[config.mk]
export PLATFORM = sky130hd
export DESIGN_NAME = tmra_timer
export DESIGN_NICKNAME = d
export VERILOG_FILES = /design/src/shared/tmra_pkg.sv /design/src/verilog/tmra_sync.sv /design/src/verilog/tmra_timer.sv
export SDC_FILE = /design/constraint.sdc
export NUM_CORES = 1
export LEC_CHECK = 0
export BUFFER_PORTS_ARGS = -buffer_cell sky130_fd_sc_hd__buf_4
export CAP_MARGIN = 40
export CELL_PAD_IN_SITES_DETAIL_PLACEMENT = 1
export CELL_PAD_IN_SITES_GLOBAL_PLACEMENT = 1
export CORE_ASPECT_RATIO = 0.6
export CORE_MARGIN = 4
export CORE_UTILIZATION = 48
export CTS_BUF_LIST = sky130_fd_sc_hd__clkbuf_16
export DETAILED_ROUTE_END_ITERATION = 8
export HOLD_SLACK_MARGIN = 0.15
export PLACE_DENSITY = 0.95
export SLEW_MARGIN = 30
export SYNTH_ARGS = -nofsm -noshare
export SYNTH_HDL_FRONTEND = slang
export SYNTH_SLANG_ARGS = --single-unit
export TNS_END_PERCENT = 100
[constraint.sdc]
create_clock -name I_CORE_CLK -period 5.6 [get_ports I_CORE_CLK]
set_input_delay 1.12 -clock I_CORE_CLK [delete_from_list [all_inputs] [get_ports I_CORE_CLK]]
set_output_delay 1.12 -clock I_CORE_CLK [all_outputs]
set_load 0.01 [all_outputs]
[src/shared/tmra_pkg.sv]
// Constants and types shared by the type A timer files
package tmra_pkg;

    localparam int ADDR_W = 12;
    localparam int DATA_W = 32;
    localparam int CNT_W  = 16;
    localparam int PRE_W  = 8;

    // Base byte addresses of the three registers
    localparam logic [ADDR_W-1:0] CTRL_OFS   = 12'h600;
    localparam logic [ADDR_W-1:0] COUNT_OFS  = 12'h610;
    localparam logic [ADDR_W-1:0] PERIOD_OFS = 12'h620;

    // Alias selection held in address bits 3:2
    localparam int ALIAS_LSB = 2;
    localparam int BASE_LSB  = 4;
    localparam logic [1:0] ALIAS_WRITE = 2'h0;
    localparam logic [1:0] ALIAS_CLR   = 2'h1;
    localparam logic [1:0] ALIAS_SET   = 2'h2;
    localparam logic [1:0] ALIAS_INV   = 2'h3;

    // Control register fields
    localparam int CTRL_ON_BIT   = 15;
    localparam int CTRL_PRE_LSB  = 4;
    localparam int CTRL_SYNC_BIT = 2;
    localparam int CTRL_SRC_BIT  = 1;
    localparam logic [DATA_W-1:0] CTRL_WMASK = 32'h0000_8036;

    // Reset values
    localparam logic [DATA_W-1:0] CTRL_RST   = 32'h0000_0000;
    localparam logic [CNT_W-1:0]  COUNT_RST  = 16'h0000;
    localparam logic [CNT_W-1:0]  PERIOD_RST = 16'hffff;

    // Prescaler terminal counts for 1:1, 1:8, 1:64, 1:256
    localparam logic [PRE_W-1:0] PRE_TC_1   = 8'h00;
    localparam logic [PRE_W-1:0] PRE_TC_8   = 8'h07;
    localparam logic [PRE_W-1:0] PRE_TC_64  = 8'h3f;
    localparam logic [PRE_W-1:0] PRE_TC_256 = 8'hff;

    typedef struct packed {
        logic       on;
        logic [1:0] prescale;
        logic       ext_sync;
        logic       ext_src;
    } tmra_ctrl_t;

    typedef struct packed {
        logic [ADDR_W-1:0] address;
        logic              read;
        logic              write;
        logic [DATA_W-1:0] writedata;
    } tmra_bus_req_t;

endpackage

[src/verilog/tmra_sync.sv]
// Two flip-flop level synchroniser
module tmra_sync (
    input  wire logic i_clk,
    input  wire logic i_arst_n,
    input  wire logic i_async,
    output logic      o_sync
);

    logic meta_q;
    logic sync_q;

    always_ff @(posedge i_clk or negedge i_arst_n) begin
        if (!i_arst_n) begin
            meta_q <= 1'b0;
            sync_q <= 1'b0;
        end else begin
            meta_q <= i_async;
            sync_q <= meta_q;
        end
    end

    assign o_sync = sync_q;

endmodule

[src/verilog/tmra_timer.sv]
// Type A 16-bit timer with Avalon-MM register slave

//Contract
// The count follows the external clock pin when the source bit is 1 and the core clock when it is 0.
// With the external source, the sync bit set adds a stage aligning the pin to the core clock, cleared uses it directly.
//      The code always passes the pin through the two flip-flop synchroniser; the sync bit only adds the pin_stage_q stage.
// With the core clock as source, the sync bit has no effect.
// Each register has clear, set and invert aliases at plus 0x4, 0x8 and 0xc, acting on the bits written as one.
// Unimplemented control bits, bit 3 and bit 0 among them, read zero and ignore writes.
// Software should not touch the registers in the cycle right after clearing the enable bit with a 1:1 divisor.
// While enabled the count steps once per selected edge and returns to zero on the edge after it equals the period.
module tmra_timer (
    input  wire logic                       I_CORE_CLK,
    input  wire logic                       I_ARST_N,
    input  wire logic [tmra_pkg::ADDR_W-1:0] I_AVS_ADDRESS,
    input  wire logic                       I_AVS_READ,
    input  wire logic                       I_AVS_WRITE,
    input  wire logic [tmra_pkg::DATA_W-1:0] I_AVS_WRITEDATA,
    output logic      [tmra_pkg::DATA_W-1:0] O_AVS_READDATA,
    output logic                            O_AVS_WAITREQUEST,
    input  wire logic                       I_EXT_TIMER_CLK_PIN,
    output logic                            O_PERIOD_MATCH
);

    // Bus request bundle
    tmra_pkg::tmra_bus_req_t req;

    assign req.address   = I_AVS_ADDRESS;
    assign req.read      = I_AVS_READ;
    assign req.write     = I_AVS_WRITE;
    assign req.writedata = I_AVS_WRITEDATA;

    // Registers
    logic [tmra_pkg::DATA_W-1:0] ctrl_q;
    logic [tmra_pkg::DATA_W-1:0] ctrl_d;
    logic [tmra_pkg::CNT_W-1:0]  count_q;
    logic [tmra_pkg::CNT_W-1:0]  count_d;
    logic [tmra_pkg::CNT_W-1:0]  period_q;
    logic [tmra_pkg::CNT_W-1:0]  period_d;
    logic [tmra_pkg::PRE_W-1:0]  pre_q;
    logic [tmra_pkg::PRE_W-1:0]  pre_d;
    logic                        ack_q;
    logic [tmra_pkg::DATA_W-1:0] rdata_q;
    logic                        match_q;
    logic                        pin_stage_q;
    logic                        pin_prev_q;

    // Decoded control fields
    tmra_pkg::tmra_ctrl_t ctrl;

    assign ctrl.on       = ctrl_q[tmra_pkg::CTRL_ON_BIT];
    assign ctrl.prescale = ctrl_q[tmra_pkg::CTRL_PRE_LSB +: 2];
    assign ctrl.ext_sync = ctrl_q[tmra_pkg::CTRL_SYNC_BIT];
    assign ctrl.ext_src  = ctrl_q[tmra_pkg::CTRL_SRC_BIT];

    // Bus handshake: one wait cycle for every access
    wire req_any    = req.read | req.write;
    wire req_accept = req_any & ack_q;
    wire wr_commit  = req.write & req_accept;
    wire ack_d      = req_any & ~ack_q;
    wire rd_load    = req.read & ~ack_q;

    assign O_AVS_WAITREQUEST = req_any & ~ack_q;

    // Address decode
    wire [tmra_pkg::ADDR_W-1:0] base_addr =
        {req.address[tmra_pkg::ADDR_W-1:tmra_pkg::BASE_LSB],
         {tmra_pkg::BASE_LSB{1'b0}}};
    wire [1:0] alias_op = req.address[tmra_pkg::ALIAS_LSB +: 2];

    wire sel_ctrl   = (base_addr == tmra_pkg::CTRL_OFS);
    wire sel_count  = (base_addr == tmra_pkg::COUNT_OFS);
    wire sel_period = (base_addr == tmra_pkg::PERIOD_OFS);

    wire wr_ctrl   = wr_commit & sel_ctrl;
    wire wr_count  = wr_commit & sel_count;
    wire wr_period = wr_commit & sel_period;

    // Write, clear, set or invert applied to an old register value
    function automatic logic [tmra_pkg::DATA_W-1:0] apply_alias(
        input logic [tmra_pkg::DATA_W-1:0] old_val,
        input logic [tmra_pkg::DATA_W-1:0] wdata,
        input logic [1:0]                  op
    );
        logic [tmra_pkg::DATA_W-1:0] res;
        res = old_val;
        case (op)
            tmra_pkg::ALIAS_WRITE: res = wdata;
            tmra_pkg::ALIAS_CLR:   res = old_val & ~wdata;
            tmra_pkg::ALIAS_SET:   res = old_val | wdata;
            tmra_pkg::ALIAS_INV:   res = old_val ^ wdata;
            default:               res = old_val;
        endcase
        return res;
    endfunction

    // Alias results for each register
    wire [tmra_pkg::DATA_W-1:0] ctrl_wr_val =
        apply_alias(ctrl_q, req.writedata, alias_op);
    wire [tmra_pkg::DATA_W-1:0] count_wr_val =
        apply_alias({16'h0000, count_q}, req.writedata, alias_op);
    wire [tmra_pkg::DATA_W-1:0] period_wr_val =
        apply_alias({16'h0000, period_q}, req.writedata, alias_op);

    // Only implemented control bits are ever stored
    assign ctrl_d = wr_ctrl ? (ctrl_wr_val & tmra_pkg::CTRL_WMASK)
                            : ctrl_q;

    assign period_d = wr_period ? period_wr_val[tmra_pkg::CNT_W-1:0]
                                : period_q;

    // External clock pin path
    logic pin_sync;

    tmra_sync u_pin_sync (
        .i_clk    (I_CORE_CLK),
        .i_arst_n (I_ARST_N),
        .i_async  (I_EXT_TIMER_CLK_PIN),
        .o_sync   (pin_sync)
    );

    // Extra alignment stage only in synchronised mode
    wire pin_level = ctrl.ext_sync ? pin_stage_q : pin_sync;
    wire ext_edge  = pin_level & ~pin_prev_q;

    // Source select; sync bit plays no part for the core clock
    wire src_tick = ctrl.ext_src ? ext_edge : 1'b1;

    // Prescaler
    logic [tmra_pkg::PRE_W-1:0] pre_tc;

    always_comb begin
        case (ctrl.prescale)
            2'h0:    pre_tc = tmra_pkg::PRE_TC_1;
            2'h1:    pre_tc = tmra_pkg::PRE_TC_8;
            2'h2:    pre_tc = tmra_pkg::PRE_TC_64;
            2'h3:    pre_tc = tmra_pkg::PRE_TC_256;
            default: pre_tc = tmra_pkg::PRE_TC_1;
        endcase
    end

    wire pre_wrap  = (pre_q >= pre_tc);
    wire cnt_tick  = ctrl.on & src_tick & pre_wrap;
    wire at_period = (count_q == period_q);

    always_comb begin
        pre_d = pre_q;
        if (!ctrl.on) begin
            pre_d = '0;
        end else if (src_tick) begin
            pre_d = pre_wrap ? '0 : pre_q + 8'h01;
        end
    end

    // Counter: a bus write wins over a count step
    always_comb begin
        count_d = count_q;
        if (wr_count) begin
            count_d = count_wr_val[tmra_pkg::CNT_W-1:0];
        end else if (cnt_tick) begin
            count_d = at_period ? tmra_pkg::COUNT_RST
                                : count_q + 16'h0001;
        end
    end

    // Read data
    logic [tmra_pkg::DATA_W-1:0] rd_mux;

    always_comb begin
        rd_mux = '0;
        if (sel_ctrl) begin
            rd_mux = ctrl_q & tmra_pkg::CTRL_WMASK;
        end else if (sel_count) begin
            rd_mux = {16'h0000, count_q};
        end else if (sel_period) begin
            rd_mux = {16'h0000, period_q};
        end
    end

    assign O_AVS_READDATA = rdata_q;
    assign O_PERIOD_MATCH = match_q;

    // Flip-flops, one short process per register
    always_ff @(posedge I_CORE_CLK or negedge I_ARST_N) begin
        if (!I_ARST_N) begin
            ack_q <= 1'b0;
        end else begin
            ack_q <= ack_d;
        end
    end

    // Loaded in the wait cycle, stands until the next read
    always_ff @(posedge I_CORE_CLK or negedge I_ARST_N) begin
        if (!I_ARST_N) begin
            rdata_q <= '0;
        end else if (rd_load) begin
            rdata_q <= rd_mux;
        end
    end

    always_ff @(posedge I_CORE_CLK or negedge I_ARST_N) begin
        if (!I_ARST_N) begin
            ctrl_q <= tmra_pkg::CTRL_RST;
        end else begin
            ctrl_q <= ctrl_d;
        end
    end

    always_ff @(posedge I_CORE_CLK or negedge I_ARST_N) begin
        if (!I_ARST_N) begin
            count_q <= tmra_pkg::COUNT_RST;
        end else begin
            count_q <= count_d;
        end
    end

    always_ff @(posedge I_CORE_CLK or negedge I_ARST_N) begin
        if (!I_ARST_N) begin
            period_q <= tmra_pkg::PERIOD_RST;
        end else begin
            period_q <= period_d;
        end
    end

    always_ff @(posedge I_CORE_CLK or negedge I_ARST_N) begin
        if (!I_ARST_N) begin
            pre_q <= '0;
        end else begin
            pre_q <= pre_d;
        end
    end

    // Extra stage, read only in synchronised mode
    always_ff @(posedge I_CORE_CLK or negedge I_ARST_N) begin
        if (!I_ARST_N) begin
            pin_stage_q <= 1'b0;
        end else begin
            pin_stage_q <= pin_sync;
        end
    end

    always_ff @(posedge I_CORE_CLK or negedge I_ARST_N) begin
        if (!I_ARST_N) begin
            pin_prev_q <= 1'b0;
        end else begin
            pin_prev_q <= pin_level;
        end
    end

    always_ff @(posedge I_CORE_CLK or negedge I_ARST_N) begin
        if (!I_ARST_N) begin
            match_q <= 1'b0;
        end else begin
            match_q <= cnt_tick & at_period & ~wr_count;
        end
    end

endmodule

==> results of run 1 <==
==> report_power, final <==
part	internal [mW]	leakage (nW)	total [mW]	switching [mW]
logic	0.123	2.27	0.293	0.170
registers	0.509	0.747	0.537	0.0277
clock network	0.388	0.149	0.627	0.239
==> per-layer routing <==
metal / GRT usage [%] / wire length [microns] / part of all wire (%)
met1: 33.5 / 7370 / 42
met2: 44.0 / 8720 / 50
met3: 5.28 / 985 / 5.7
met4: 7.46 / 267 / 1.5
met5: 0 / 0 / 0
==> kinds of logic after synthesis <==
| logic type | synth area share [%] |
|---|---|
| compound gates | 15.9 |
| xor+xnor | 2.62 |
| fa+ha+maj | 18.1 |
| buf+inv | 10.0 |
| flops | 29.9 |
| mux | 9.57 |
| other cells | 0.0661 |
| simple gates | 13.8 |
==> registers in the layout, summed over array words and instances (netlist names) <==
signal and flops:
pin_stage_q 1, u_pin_sync.meta_q 1, period_q 16, O_AVS_READDATA 16
ctrl_q 5, O_PERIOD_MATCH 1, pin_prev_q 1, ack_q 1
u_pin_sync.o_sync 1, count_q 16, pre_q 8
==> worst max-delay path, delay by kind of cell (launching register included) <==
| kind | cells | cell delay, ns |
|---|---|---|
| compound gates | 3 | 0.58 |
| fa+ha+maj | 1 | 0.34 |
| flops | 1 | 0.53 |
| simple gates | 4 | 1.50 |
==> worst max path at each step <==
stage	startpoint	endpoint	cells after the start
2_1_floorplan	I_AVS_ADDRESS[7]	count_q[11]$_DFFE_PN0P_	7
3_3_place_gp	I_AVS_ADDRESS[7]	O_AVS_READDATA[4]$_DFFE_PN0P_	7
3_5_place_dp	I_AVS_ADDRESS[7]	O_AVS_READDATA[13]$_DFFE_PN0P_	6
4_1_cts	ctrl_q[4]$_DFFE_PN0P_	count_q[1]$_DFFE_PN0P_	8
5_1_grt	ctrl_q[4]$_DFFE_PN0P_	count_q[1]$_DFFE_PN0P_	8
6_report	ctrl_q[4]$_DFFE_PN0P_	count_q[1]$_DFFE_PN0P_	8
==> metrics by stage <==
| step | power (mW) | utilization (%) | cell area [sq um] | hold WS (ns) | instances |
|---|---|---|---|---|---|
| final | 1.46 | 56.4 | 6430 | 0.348 | 827 |
| after CTS | 1.45 | 56.1 | 6410 | 0.350 | 826 |
| after global placement | 0.797 | 53.1 | 6060 | 0.333 | 809 |
| after detailed placement | 0.828 | 53.4 | 6090 | 0.337 | 810 |
| after floorplan | 0.728 | - | 5730 | 0.331 | 647 |
| after global routing | 1.51 | 56.4 | 6430 | 0.364 | 827 |
==> layout make-up <==
class	instances	area, sq um	share of cell area [%]
clock buffer	9	225	3.50
clock inverter	7	92.6	1.44
inverter	80	300	4.67
multi-input combinational	449	3470	53.9
sequential	67	1700	26.4
tap	160	200	3.11
timing repair buffer	55	453	7.04
==> cells in the mapped netlist, drive strengths merged, types with 15 or more instances <==
library cell	instances	share of area, %
a31oi	20	2.2
a211oi	15	2.0
dfrtp	51	22
ha	82	18
inv	80	5.3
a21oi	52	4.6
clkbuf	26	1.7
dfstp	16	7.4
mux4	23	9.1
nor2	74	4.9
nand2	20	1.3
buf	25	3.0
xnor2	17	2.6
o21ai	31	2.7
==> results.toml, run 1 <==
[die]
pin_count = 83
die_width_microns = 148
fp.dieH_microns = 92.2
die_area_sq_mm = 0.0137
core-area_sq_mm = 0.0114
start_util_pct = 49.7
rows = 30

[cells_and_area]
most-common-layout-cells = "ha_1 (82), inv_1 (80), nor2_1 (74)"
diodes = 0
nNetsFinal = 793
final_common_cell = "ha_1"
layout-drive-gt1-share_pct = 17.7
fillers = 1328
area_delta_synth_final_pct = 13.4

[critical_path]
crit_type = "flop to flop"
reg2reg_from = "ctrl_q[4]$_DFFE_PN0P_"
r2r_end = "count_q[1]$_DFFE_PN0P_"
crit_top_cell = "nand2_1"
reg2reg_depth = 8
critPathCaptureType = "flop"
cp.arrival_ns = 3.30
rrSetupSlack_ns = 2.55
worst-path-max-fanout = 18
worst_path_max_delay_cell = "or3b_2"
slowest_delay_ns = 0.67
worst_ep_required_time_ns = 5.86
crit_chain = "nand2_1 -> ha_1 -> nand2_1 -> o21ai_0 -> a31o_1 -> nand3_1 -> or3b_2 -> a31oi_1"
critPathLaunchType = "flop"

[synthesis]
syn_area_sq_mm = 0.00568
synth_edf_count = 0
syn-mean-instance-area_sq_um = 8.98
synthCells = 632
yosysSeqAreaShare_pct = 29.9
ys_ff_latch = 67
yosysUniqueCellTypes = 44
async_reset_ff_share_pct = 100
synth_flop_cell = "dfrtp_1"
ys.warnings.count = 0

[global_route]
grt_overflow = 0
grt_first_pass_wirelength_microns = 28300
grt_pass1_vias = 5460
globalRouteTotalUtil_pct = 25.9
grt_antenna_before_repair = 0
grt_max_degree = 72

[drt]
wirelength_microns = 17300
vias = 4981
via_per_inst = 6.02
drt_iter0_drc = 436
avgRoutedWirePerCell_microns = 21.0
drc = 0
drt-pass1-iter-count = 5
drtAntennaViolNets = 0

[clocking]
cts_max_level = 3
cts_sinks = 67
post_cts_buffers = 0
cts_tree = "done"
hold_buffers = 0
cts_buffer_depth = 2
numCtsBuffers = 9
cts_root_buffer = "clkbuf_16"
path_clk_slew_ns = 0.06
insertion_delay_ns = 0.34
cts_resized = 0

[placement]
gp_congestion = 0.806
hpwl_microns = 12100
place_ws_ns = 2.48
port_buffers = 48

[timing]
report.final.setup_viol = 0
max_slew.worst_pin.slew_ns = 0.791
period_minus_slack_ns = 3.05
fin_skew_ns = 0.00826
final_max_slew_viol_count = 0
grt_setup_unrepaired = "false"
setup_slack_ns = 2.55
relSlewSlack_pct = 47.3
period_share_pct = 54.4
finalHoldViolCount = 0
max_freq_mhz = 328
setup_tns_ns = 0

[power_and_ir_drop]
ir_drop_mv = 0.177
power.density_mw_per_mm2 = 226
p_leak_nw = 3.16

[flow_run]
maxCapViolCount = 0

[hold_path]
holdPathEnd = "u_pin_sync.o_sync$_DFF_PN0_"
hold_path.startpoint = "u_pin_sync.meta_q$_DFF_PN0_"
hold_path_depth = 0
min_path_type = "flop to flop"

[run_status]
status = "completed"
No activity file was read; power rests on OpenSTA's default activity.
==> run 2, diff against run 1 <==
ABC_AREA = 1   (was unset)
CORE_UTILIZATION = 38   (was 48)
PLACE_DENSITY = 0.85   (was 0.95)
clock period = 2.65 ns   (was 5.6 ns; I/O delays follow)
==> run 2 against run 1 <==
  * Clock power rose by 98%
  * Clock-buffer cell count did not move
  * Critical path depth rose by 4
  * Final cell count rose by 29%
  * Synthesized cell count rose by 29%
  * Global-route usage fell by 4.3 points
  * Worst setup slack got worse by 2.2 ns
  * Largest power group unchanged
==> results.toml, run 2 <==
[placement]
gp_congestion = 0.836
port_buffers = 48
placed_area_sq_mm = 0.00643
hpwl_microns = 13600
place_ws_ns = 0.480

[synthesis]
synth_most_common_cell = "nand2_1"
ys.warnings.count = 0
yosysSeqAreaShare_pct = 28.7
synth_flop_cell = "dfrtp_1"
syn-mean-instance-area_sq_um = 7.23
syn_area_sq_mm = 0.00590
ys_top_cells_by_area = "dfrtp_1 (22%), ha_1 (17%), nand2_1 (16%)"
yosysUniqueCellTypes = 39
synth_common_cells = "nand2_1 (246), inv_1 (88), ha_1 (82)"
async_reset_ff_share_pct = 100
ys_ff_latch = 67
synthCells = 816
synth_top_area_cell = "dfrtp_1"
synth_edf_count = 0
synth_top_area_share_pct = 21.6

[cells_and_area]
fillers = 1905
final_common_cell = "nand2_1"
layout-drive-gt1-share_pct = 13.8
nNetsFinal = 996
most-common-layout-cells = "nand2_1 (246), inv_1 (88), ha_1 (82)"
diodes = 0
utilization_pct = 45.4
area_delta_synth_final_pct = 14.2
final_cell_area_sq_mm = 0.00674

[critical_path]
crit_type = "flop to flop"
slowest_delay_ns = 0.47
crit_chain = "nor2_2 -> ha_1 -> o21ai_0 -> nand2_1 -> nand2_1 -> nand2_1 -> nand2_1 -> nand2_1 -> nand2_4 -> nand2_4 -> nand2_1 -> nand2_1"
worst_path_max_delay_cell = "dfrtp_1"
worst-path-max-fanout = 18
crit_top_cell = "nand2_1"
worst_ep_required_time_ns = 2.88
critPathCaptureType = "flop"
critPathLaunchType = "flop"
cp.arrival_ns = 2.49

[timing]
grt_setup_unrepaired = "false"
setup_tns_ns = 0
max_freq_mhz = 442
max_slew.worst_pin.slew_ns = 0.710
report.final.setup_viol = 0
finalHoldViolCount = 0
final_max_slew_viol_count = 0
period_minus_slack_ns = 2.26
period_share_pct = 85.4
setup_slack_ns = 0.387
fin_skew_ns = 0.00428
hold_slack_ns = 0.290
relSlewSlack_pct = 52.7

[global_route]
grt_overflow = 0
grt_antenna_before_repair = 0
grt_pass1_vias = 5798
grt_first_pass_wirelength_microns = 31000
globalRouteTotalUtil_pct = 21.6
grt_max_degree = 38

[die]
core-area_sq_mm = 0.0148
die_width_microns = 169
start_util_pct = 39.8
rows = 34
pin_count = 83
die_area_sq_mm = 0.0177
fp.dieH_microns = 105

[flow_run]
maxCapViolCount = 0

[clocking]
post_cts_buffers = 0
cts_root_buffer = "clkbuf_16"
hold_buffers = 1
path_clk_slew_ns = 0.06
cts_buffer_depth = 2
insertion_delay_ns = 0.34
cts_resized = 0
numCtsBuffers = 9
cts_max_level = 3
cts_sinks = 67
cts_tree = "done"

[drt]
vias = 5615
drtAntennaViolNets = 0
wl_met2_microns = 7700
drc = 0
drt_iter0_drc = 379
avgRoutedWirePerCell_microns = 17.4
drt-pass1-iter-count = 4
met3_length_microns = 1150
via_per_inst = 5.26
wirelength_microns = 18600
top_layer = "met4"
wl_met1_microns = 9580

[hold_path]
min_path_type = "input pin to flop"

[run_status]
status = "completed"

[power_and_ir_drop]
ir_drop_mv = 0.222
power.density_mw_per_mm2 = 442
p_leak_nw = 3.47
==> run 2: changes by cell type in the layout (fill, tap and decap cells not counted), moves of 11 or more <==
cell and delta:
a211oi_1 -15, a21oi_1 -38, a22oi_1 -11, a31oi_1 -15
buf_4 +13, mux4_2 -23, nand2_1 +226, nand3_1 +26
nor2_1 -27, o211ai_1 +32, o21ai_0 +44, xnor2_1 -16
xor2_1 +14
==> run 2: report_power, final <==
part	leakage, nW	internal, mW	switching, mW
Clock	0.142	0.735	0.507
Sequential	0.857	1.09	0.0625
Combinational	2.47	0.217	0.372
==> run 2: cell type report <==
cell class	instances	area, sq um	area share (%)
clock buffer	9	225	3.34
clock inverter	7	76.3	1.13
inverter	94	353	5.24
multi-input combinational	626	3630	53.9
sequential	67	1700	25.2
tap	198	248	3.68
timing repair buffer	67	505	7.50
==> run 2: worst paths after layout <==
kind / from / endpoint / slack (ns) / cells past startpoint
worst max-delay path: ctrl_q[5]$_DFFE_PN0P_ / count_q[10]$_DFFE_PN0P_ / 0.39 / 12
worst min-delay path: I_EXT_TIMER_CLK_PIN / u_pin_sync.meta_q$_DFF_PN0_ / 0.29 / 1
worst max register to register: ctrl_q[5]$_DFFE_PN0P_ / count_q[10]$_DFFE_PN0P_ / 0.39 / 12
worst min register to register: u_pin_sync.meta_q$_DFF_PN0_ / u_pin_sync.o_sync$_DFF_PN0_ / 0.35 / 0
max in group asynchronous: I_ARST_N / period_q[14]$_DFFE_PN1P_ / 1.35 / 3
min in group asynchronous: I_ARST_N / u_pin_sync.meta_q$_DFF_PN0_ / 0.65 / 2
==> run 2: critical path: cells and delay by family (launching register included) <==
| family | cells | cell delay [ns] |
|---|---|---|
| adders and majority gates | 1 | 0.25 |
| and+or+nand+nor | 10 | 1.24 |
| AOI/OAI and AO/OA | 1 | 0.16 |
| DFF | 1 | 0.47 |
==> run 2: cells by family after synthesis <==
logic type	Yosys count	share of synthesized area, %
other	1	0.0635
AND/OR/NAND/NOR	359	25.5
flip-flops	67	28.7
AO/OA/AOI/OAI	154	15.5
XOR/XNOR	15	2.23
buffers and inverters	138	10.6
adder cells (fa/ha/maj)	82	17.4
==> run 2: metal layers <==
| metal | vias up | track usage, % |
|---|---|---|
| li1 | 2730 | - |
| met1 | 2726 | 32.2 |
| met2 | 143 | 32.8 |
| met3 | 16 | 4.49 |
| met4 | 0 | 3.53 |
| met5 | - | 0 |
==> run 2: metrics by stage <==
step	power, mW	cells
floorplan	1.52	831
global placement	1.71	1051
detailed placement	1.75	1051
CTS	3.00	1068
global route	3.14	1068
finish	2.98	1068
